$ cat src/hw/boot_option_pkg.sv
// Constants, field layouts and carrier types of the boot option loader
package boot_option_pkg;

    ////////////////////////////////////////////////////////////////////////
    // Register offsets (byte addresses)
    localparam logic [11:0] OFS_OPTION = 12'h000;
    localparam logic [11:0] OFS_BOOT = 12'h004;
    localparam logic [11:0] OFS_ISP = 12'h008;
    localparam logic [11:0] OFS_IAP_LOW = 12'h00c;
    localparam logic [11:0] OFS_IAP_HIGH = 12'h010;
    localparam logic [11:0] OFS_WDT = 12'h014;

    ////////////////////////////////////////////////////////////////////////
    // Watchdog control register field positions
    localparam int WDT_ENABLE_POS = 5;
    localparam int WDT_CLEAR_POS = 4;
    localparam int WDT_IDLE_POS = 3;
    localparam int WDT_PS_LSB = 0;
    localparam logic [5:0] WDT_MASK_ALL = 6'h3f;
    localparam logic [5:0] WDT_MASK_CLEAR = 6'h10;
    localparam logic [5:0] WDT_MASK_CLEAR_PS = 6'h17;
    localparam logic [5:0] WDT_RESET = 6'h00;

    ////////////////////////////////////////////////////////////////////////
    // Flash geometry and option encodings
    localparam logic [13:0] FLASH_END = 14'h3fff;
    localparam logic [14:0] FLASH_LIMIT = 15'h4000;
    localparam logic [13:0] ISP_BASE = 14'h3000;
    localparam logic [13:0] ISP_STEP = 14'h0200;
    localparam logic [2:0] ISP_OFF_CODE = 3'h7;
    localparam logic [4:0] IAP_OFF_CODE = 5'h1f;
    localparam int PAGE_SHIFT = 9;
    localparam logic [13:0] AP_ENTRY = 14'h0000;
    localparam logic [17:0] OPTION_ERASED = 18'h3ffff;

    ////////////////////////////////////////////////////////////////////////
    // Timing
    localparam int CLK_PERIOD_NS = 4;
    localparam int NV_READ_NS = 40;
    localparam int NV_READ_CYCLES =
        (NV_READ_NS + CLK_PERIOD_NS - 1) / CLK_PERIOD_NS;

    ////////////////////////////////////////////////////////////////////////
    // Stored option word: a set flag bit means disabled (erased state)
    typedef struct packed {
        logic [4:0] iap_size;
        logic [2:0] isp_size;
        logic boot_select_option_n;
        logic reset_boot_select_option_n;
        logic scramble_option_n;
        logic lock_option_n;
        logic watchdog_write_protect_option_n;
        logic watchdog_auto_enable_option_n;
        logic idle_count_preset;
        logic [2:0] prescaler_preset;
    } option_type;

    // Flash region map handed to the flash controller
    typedef struct packed {
        logic isp_on;
        logic [13:0] isp_start;
        logic iap_on;
        logic [13:0] iap_low;
        logic [13:0] iap_high;
    } region_type;

    typedef enum {
        ST_LOAD,
        ST_APPLY,
        ST_RUN,
        ST_EXT
    } loader_state_type;

endpackage

$ cat src/hw/boot_option_loader.sv
// Boot option loader: option latch, boot select, watchdog guard, readout
//
// Functional notes
// - Firmware cannot change option settings
// - Erased options all read disabled
// - Seven programming region starts, eighth disables
// - Programming region ends at last flash address
// - Data region size in half-K steps
// - Data region ends below programming region
// - Power-up boots programming region if selected
// - Both boot selects off means application boot
// - Second option boots programming region on pin
// - Second option off defers to first
// - Scramble option scrambles writer readout
// - Lock option blocks code readout
// - Protected in application: only clear writable
// - Protected in programming: clear and prescaler
// - Unprotected watchdog control fully writable
// - Auto-enable presets watchdog at power-up
// - No auto-enable leaves watchdog untouched
// - Application boot starts at address zero
`timescale 1ns/10ps
`default_nettype none

module boot_option_loader
    import boot_option_pkg::*;
#(
    parameter logic [7:0] SCRAMBLE_KEY = 8'h5a
) (
    // Clock, reset, enable
    input wire logic pclk,
    input wire logic presetn,
    input wire logic clk_en,
    // APB slave
    input wire logic psel,
    input wire logic penable,
    input wire logic pwrite,
    input wire logic [11:0] paddr,
    input wire logic [31:0] pwdata,
    output logic [31:0] prdata,
    output logic pready,
    output logic pslverr,
    // Non-volatile option storage
    output logic nv_read_en,
    input wire logic [17:0] nv_option,
    // Pins
    input wire logic ext_reset_pin,
    input wire logic prog_mode_pin,
    // CPU side
    input wire logic cpu_in_isp,
    output logic cpu_reset_n,
    output logic boot_from_isp,
    output logic [13:0] boot_addr,
    output region_type region,
    // Watchdog
    output logic watchdog_enable_bit,
    output logic watchdog_idle_count_bit,
    output logic [2:0] watchdog_prescaler_field,
    output logic watchdog_clear_bit,
    // Writer readout path
    input wire logic flash_rvalid,
    input wire logic [13:0] flash_raddr,
    input wire logic [7:0] flash_rdata,
    output logic prog_dvalid,
    output logic [7:0] prog_dout,
    output logic code_lock
);

    ////////////////////////////////////////////////////////////////////////
    // Region arithmetic

    function automatic logic [13:0] isp_start_of(input logic [2:0] code);
        isp_start_of = 14'(ISP_BASE + 14'(code) * ISP_STEP);
    endfunction

    function automatic logic [14:0] iap_size_of(input logic [4:0] code);
        logic [4:0] pages;
        pages = 5'(IAP_OFF_CODE - code);
        iap_size_of = 15'({10'h000, pages} << PAGE_SHIFT);
    endfunction

    function automatic logic [7:0] scramble(input logic [7:0] data,
                                            input logic [13:0] addr);
        scramble = data ^ addr[7:0] ^ SCRAMBLE_KEY;
    endfunction

    ////////////////////////////////////////////////////////////////////////
    // Pin synchronisers

    logic ext_meta;
    logic ext_sync;
    logic prog_meta;
    logic prog_sync;

    always_ff @(posedge pclk or negedge presetn) begin
        if (!presetn) begin
            ext_meta <= 1'b0;
            ext_sync <= 1'b0;
            prog_meta <= 1'b0;
            prog_sync <= 1'b0;
        end else if (clk_en) begin
            ext_meta <= ext_reset_pin;
            ext_sync <= ext_meta;
            prog_meta <= prog_mode_pin;
            prog_sync <= prog_meta;
        end
    end

    ////////////////////////////////////////////////////////////////////////
    // Option loader and boot selection

    loader_state_type state;
    loader_state_type next_state;
    logic [3:0] load_cnt;
    logic [3:0] next_load_cnt;
    option_type opts;
    option_type next_opts;
    logic power_up;
    logic next_power_up;
    logic next_cpu_reset_n;
    logic next_boot_from_isp;
    logic [13:0] next_boot_addr;
    region_type next_region;
    logic isp_on;
    logic [13:0] isp_start;
    logic [14:0] iap_top;
    logic [14:0] iap_size;
    logic boot_isp_pick;

    always_comb begin
        // Region map follows the latched word only, never firmware
        isp_on = (opts.isp_size != ISP_OFF_CODE);
        isp_start = isp_start_of(opts.isp_size);
        iap_top = isp_on ? {1'b0, isp_start} : FLASH_LIMIT;
        iap_size = iap_size_of(opts.iap_size);
        next_region.isp_on = isp_on;
        next_region.isp_start = isp_on ? isp_start : FLASH_END;
        next_region.iap_on = (opts.iap_size != IAP_OFF_CODE);
        next_region.iap_low = (iap_top > iap_size) ?
            14'(iap_top - iap_size) : 14'h0000;
        next_region.iap_high = 14'(iap_top - 15'h0001);
        // Power-up uses the first option; the pin may also use the second
        boot_isp_pick = isp_on && (power_up ?
            !opts.boot_select_option_n :
            (!opts.boot_select_option_n ||
             !opts.reset_boot_select_option_n));
        next_state = state;
        next_load_cnt = load_cnt;
        next_opts = opts;
        next_power_up = power_up;
        next_boot_from_isp = boot_from_isp;
        next_boot_addr = boot_addr;
        case (state)
            ST_LOAD: begin
                next_load_cnt = 4'(load_cnt + 4'h1);
                if (load_cnt == 4'(NV_READ_CYCLES - 1)) begin
                    next_opts = nv_option;
                    next_load_cnt = 4'h0;
                    next_state = ST_APPLY;
                end
            end
            ST_APPLY: begin
                next_boot_from_isp = boot_isp_pick;
                next_boot_addr = boot_isp_pick ?
                    isp_start : AP_ENTRY;
                next_state = ST_RUN;
            end
            ST_RUN: begin
                if (ext_sync) begin
                    next_power_up = 1'b0;
                    next_state = ST_EXT;
                end
            end
            ST_EXT: begin
                // Reload so a writer change is seen at the next pin reset
                if (!ext_sync) begin
                    next_state = ST_LOAD;
                end
            end
            default: begin
                next_state = ST_LOAD;
            end
        endcase
        next_cpu_reset_n = (next_state == ST_RUN);
    end

    always_ff @(posedge pclk or negedge presetn) begin
        if (!presetn) begin
            state <= ST_LOAD;
            load_cnt <= 4'h0;
            opts <= OPTION_ERASED;
            power_up <= 1'b1;
            cpu_reset_n <= 1'b0;
            boot_from_isp <= 1'b0;
            boot_addr <= AP_ENTRY;
            region <= '0;
        end else if (clk_en) begin
            state <= next_state;
            load_cnt <= next_load_cnt;
            opts <= next_opts;
            power_up <= next_power_up;
            cpu_reset_n <= next_cpu_reset_n;
            boot_from_isp <= next_boot_from_isp;
            boot_addr <= next_boot_addr;
            region <= next_region;
        end
    end

    ////////////////////////////////////////////////////////////////////////
    // APB slave and watchdog control register

    logic access;
    logic wr_fire;
    logic wdt_wr;
    logic [5:0] wdt;
    logic [5:0] next_wdt;
    logic [5:0] wdt_mask;
    logic apply_preset;
    logic [31:0] next_prdata;
    logic next_pready;
    logic next_pslverr;
    logic next_clear;
    logic next_nv_read_en;
    logic mapped;

    always_comb begin
        access = psel && penable;
        wr_fire = access && pready && pwrite;
        wdt_wr = wr_fire && (paddr == OFS_WDT);
        apply_preset = (state == ST_APPLY) && power_up &&
            !opts.watchdog_auto_enable_option_n;
        if (opts.watchdog_write_protect_option_n) begin
            wdt_mask = WDT_MASK_ALL;
        end else if (cpu_in_isp) begin
            wdt_mask = WDT_MASK_CLEAR_PS;
        end else begin
            wdt_mask = WDT_MASK_CLEAR;
        end
        next_wdt = wdt;
        if (apply_preset) begin
            next_wdt[WDT_ENABLE_POS] = 1'b1;
            next_wdt[WDT_IDLE_POS] = opts.idle_count_preset;
            next_wdt[WDT_PS_LSB +: 3] = opts.prescaler_preset;
        end else if (wdt_wr) begin
            next_wdt = (wdt & ~wdt_mask) | (pwdata[5:0] & wdt_mask);
        end
        // The clear bit is a strobe, never stored
        next_wdt[WDT_CLEAR_POS] = 1'b0;
        next_clear = wdt_wr && pwdata[WDT_CLEAR_POS];
        // One wait state so read data can come straight from a flop
        next_pready = access && !pready;
        mapped = 1'b1;
        next_prdata = 32'h0000_0000;
        case (paddr)
            OFS_OPTION: next_prdata = {14'h0000, opts};
            OFS_BOOT: next_prdata = {26'h0000000, opts.lock_option_n,
                opts.scramble_option_n, power_up, cpu_reset_n,
                cpu_in_isp, boot_from_isp};
            OFS_ISP: next_prdata = {17'h00000, region.isp_on,
                region.isp_start};
            OFS_IAP_LOW: next_prdata = {17'h00000, region.iap_on,
                region.iap_low};
            OFS_IAP_HIGH: next_prdata = {18'h00000, region.iap_high};
            OFS_WDT: next_prdata = {26'h0000000, wdt};
            default: mapped = 1'b0;
        endcase
        next_pslverr = next_pready && !mapped;
        if (!next_pready) begin
            next_prdata = 32'h0000_0000;
        end
        next_nv_read_en = (next_state == ST_LOAD);
    end

    always_ff @(posedge pclk or negedge presetn) begin
        if (!presetn) begin
            wdt <= WDT_RESET;
            prdata <= 32'h0000_0000;
            pready <= 1'b0;
            pslverr <= 1'b0;
            watchdog_clear_bit <= 1'b0;
            nv_read_en <= 1'b0;
        end else if (clk_en) begin
            wdt <= next_wdt;
            prdata <= next_prdata;
            pready <= next_pready;
            pslverr <= next_pslverr;
            watchdog_clear_bit <= next_clear;
            nv_read_en <= next_nv_read_en;
        end
    end

    assign watchdog_enable_bit = wdt[WDT_ENABLE_POS];
    assign watchdog_idle_count_bit = wdt[WDT_IDLE_POS];
    assign watchdog_prescaler_field = wdt[WDT_PS_LSB +: 3];

    ////////////////////////////////////////////////////////////////////////
    // Writer readout path; lock wins over scramble

    logic next_prog_dvalid;
    logic [7:0] next_prog_dout;

    always_comb begin
        next_prog_dvalid = flash_rvalid && prog_sync;
        if (!opts.lock_option_n) begin
            next_prog_dout = 8'h00;
        end else if (!opts.scramble_option_n) begin
            next_prog_dout = scramble(flash_rdata, flash_raddr);
        end else begin
            next_prog_dout = flash_rdata;
        end
        if (!next_prog_dvalid) begin
            next_prog_dout = 8'h00;
        end
    end

    always_ff @(posedge pclk or negedge presetn) begin
        if (!presetn) begin
            prog_dvalid <= 1'b0;
            prog_dout <= 8'h00;
            code_lock <= 1'b0;
        end else if (clk_en) begin
            prog_dvalid <= next_prog_dvalid;
            prog_dout <= next_prog_dout;
            code_lock <= !opts.lock_option_n;
        end
    end
endmodule

`default_nettype wire

$ cat config.mk
export PLATFORM = sky130hd
export DESIGN_NAME = boot_option_loader
export DESIGN_NICKNAME = d
export VERILOG_FILES = /design/src/hw/boot_option_pkg.sv /design/src/hw/boot_option_loader.sv
export SDC_FILE = /design/constraint.sdc
export NUM_CORES = 1
export LEC_CHECK = 0
export BUFFER_PORTS_ARGS = -buffer_cell sky130_fd_sc_hd__buf_2
export CAP_MARGIN = 0
export CORE_MARGIN = 5
export CORE_UTILIZATION = 50
export DETAILED_ROUTE_END_ITERATION = 10
export GPL_TIMING_DRIVEN = 1
export PLACE_DENSITY = 0.79
export SLEW_MARGIN = 20
export SYNTH_ARGS = -nofsm -noshare
export SYNTH_HDL_FRONTEND = slang
export SYNTH_SLANG_ARGS = --single-unit
$ cat constraint.sdc
create_clock -name pclk -period 3.4 [get_ports pclk]
set_clock_uncertainty 0.2 [all_clocks]
set_input_delay 0.68 -clock pclk [delete_from_list [all_inputs] [get_ports pclk]]
set_output_delay 0.68 -clock pclk [all_outputs]
set_load 0.01 [all_outputs]
==> out/qor.csv <==
stage;metric;value;unit
setup_path;crit_buf_inv;1;
cts;tritoncts;done;
setup_path;cpPeakStageDelay;0.62;ns
final_layout;fillers;912;
route;routed_wl;14200;µm
power_and_ir_drop;internal_power;3.56;mW
global_routing;first_global_vias;4438;
placement;finalWeightedCongestion;0.922;
setup_path;end_kind;flop;
synth;yosysWarnings;0;
global_routing;overflow;0;
power_and_ir_drop;leakage;3.39;nW
timing;setup_viol;0;
setup_path;critPathMaxFanout;11;
synth;synthTopCellsByArea;dfrtp_1, dfstp_2, buf_4;
die;die_area;13900;µm²
cts;clk_latency;0.41;ns
die;die-height;118;µm
timing;maxSlewViolCount;0;
setup_path;crit_arrival;2.99;ns
placement;io_buffers;140;
setup_path;crit_chain;and3_1, clkinv_1, nand2_1, ha_1, fa_1, nor2b_1, o21ai_0, a21boi_0, o221ai_1, o2bb2ai_1;
final_layout;area_growth;20.2;%
cts;hold_buffers;0;
synth;synth-edff-count;0;
setup_path;path_class;reg2reg;
power_and_ir_drop;p_sw_share;31.2;%
synth;yosys.area.top_type;dfrtp_1;
route;drtPass1Iterations;4;
synth;synth_cells;512;
timing;max_freq;343;MHz
cts;post_cts_buffers;0;
route;dr.first_iter.drc_count;399;
timing;finalCritPeriodShare;85.7;%
route;post_drt_wl_per_cell;17.9;µm
setup_path;worstPathRequired;3.48;ns
power_and_ir_drop;p_per_area;738;nW/µm²
synth;yosys.cell_count.top_type;dfrtp_1;
timing;min_period;2.91;ns
placement;dp_hpwl;10200;µm
synth;synthFlopType;dfrtp_1;
min_path;hold_class;in2async;
synth;synth.avg_cell_area;11.4;µm²
die;start_util;51.0;%
die;die_x;118;µm
power_and_ir_drop;pwr-share-comb;24.1;%
global_routing;met1_usage;26.2;%
timing;fin_tns_setup;0;ns
die;io_pins;205;
cts;cts-resized-gates;0;
setup_path;startpoint_type;flop;
global_routing;use_met3;6.58;%
power_and_ir_drop;peakVddDrop;0.317;mV
die;core_area;11400;µm²
timing;hold_violations;0;
global_routing;top_usage_layer;met2;
timing;relSlewSlack;60.5;%
route;avgViaCountPerCell;5.39;
global_routing;gr-usage-all-layers;20.4;%
cts;cts_inserted_buffers;17;
global_routing;antenna_found_initial;0;
final_layout;utilization;61.3;%
final_layout;nNetsFinal;737;
synth;synth_area;5820;µm²
synth;yosysSeqAreaShare;51.1;%
final_layout;diodes;0;
global_routing;grt_use_met2;33.3;%
power_and_ir_drop;seqPwrFrac;40.0;%
cts;path_clk_slew;0.05;ns
die;rows;39;
setup_path;critPathSlowestCell;dfstp_2;
synth;synth_async_sr_flop_share;100;%
power_and_ir_drop;p_clk_share;35.9;%
cts;cts-root-buf;clkbuf_16;
global_routing;grt_max_degree;51;
cts;clockBufferDepth;2;
route;vias;4262;
cts;cts_sinks;118;
cts;cts_max_level;4;
setup_path;crit_family;compound AO/OA/AOI/OAI gates;
synth;ys_ff_latch;118;
timing;rsz0062_at_grt;no;
synth;yosysUniqueCellTypes;58;
route;drc;0;
timing;worst_pin_slew;0.589;ns
final_layout;layout-drive-gt1-share;38.1;%
outcome;status;completed;
timing;hold_ws;0.0769;ns
synth;yosys.area.top_type_share;42.5;%
global_routing;grt_pass1_wl;23300;µm
route;ant_nets;0;
power_and_ir_drop;switching_power;1.61;mW
flow_run;drv_cap;0;
synth;synth_commonest_cells;dfrtp_1, buf_4, nor2b_1;
## final cells by class
class	count	area [µm²]	area share (%)
Sequential cell	118	2980	42.5
Multi-Input combinational cell	331	2390	34.1
Timing Repair Buffer	148	763	10.9
Clock buffer	19	453	6.47
Tap cell	143	179	2.55
Clock inverter	13	170	2.43
Inverter	19	71.3	1.02
## worst paths after layout
path | startpoint | to | slack, ns | cells after the start
hold reg to reg | load_cnt[0]$_DFFE_PN0P_ | load_cnt[0]$_DFFE_PN0P_ | 0.27 | 1
setup reg to reg | opts[10]$_DFFE_PN1P_ | region[24]$_DFFE_PN0P_ | 0.49 | 10
hold / removal | presetn | prdata[13]$_DFFE_PN0P_ | 0.08 | 1
min in group pclk | load_cnt[0]$_DFFE_PN0P_ | load_cnt[0]$_DFFE_PN0P_ | 0.27 | 1
max in group asynchronous | presetn | opts[3]$_DFFE_PN1P_ | 2.07 | 2
setup / recovery | opts[10]$_DFFE_PN1P_ | region[24]$_DFFE_PN0P_ | 0.49 | 10
## logic make-up after synthesis
group / share of synthesized area, %
buffers and inverters: 9.86
and+or+nand+nor: 14.8
adders and majority gates: 1.85
muxes: 8.25
AOI/OAI and AO/OA: 11.9
DFF: 51.1
xor gates and xnor gates: 2.11
other: 0.0644
## through the flow
step / instance area [µm²] / instances / total power [mW] / setup WS (ns)
after floorplan: 5940 / 543 / 2.92 / 0.737
after global placement: 6380 / 759 / 3.28 / 0.567
after detailed placement: 6380 / 759 / 3.33 / 0.544
after CTS: 7000 / 791 / 5.20 / 0.495
after global routing: 7000 / 791 / 5.44 / 0.143
final: 7000 / 791 / 5.17 / 0.486
## flip-flops by register name, summed over array words and instances, names as in the netlist, 4 cells and up
| signal | cells |
|---|---|
| load_cnt | 4 |
| prog_dout | 8 |
| wdt | 5 |
| state | 32 |
| boot_addr | 4 |
| region | 17 |
| opts | 18 |
| prdata | 18 |
## metal layers
layer	part of all wire, %	vias to the layer above
met4	1.3	0
li1	-	1978
met3	7.0	14
met5	0	-
met2	49	158
met1	43	2112
## layout by cell type (no fill, tap or decap), types with 8 or more instances in the layout
master / count
nor3_1: 8
a22oi_1: 13
nand3_1: 12
nor2b_1: 40
xnor2_1: 9
buf_4: 9
mux2_4: 10
o2bb2ai_1: 24
mux2_2: 24
a21oi_1: 17
dfstp_2: 19
dfrtp_1: 99
buf_2: 139
inv_1: 18
clkbuf_16: 17
o21ai_0: 14
nor2_1: 23
conb_1: 32
nand2_1: 9
## power by group through the flow
stage | logic (mW) | registers, mW | clock network [mW]
after floorplan | 0.923 | 2.00 | 0
after global placement | 1.21 | 2.07 | 0
after detailed placement | 1.25 | 2.08 | 0
after CTS | 1.26 | 2.06 | 1.87
after global routing | 1.39 | 2.10 | 1.95
final | 1.25 | 2.07 | 1.86
No activity file was read; power rests on OpenSTA's default activity.
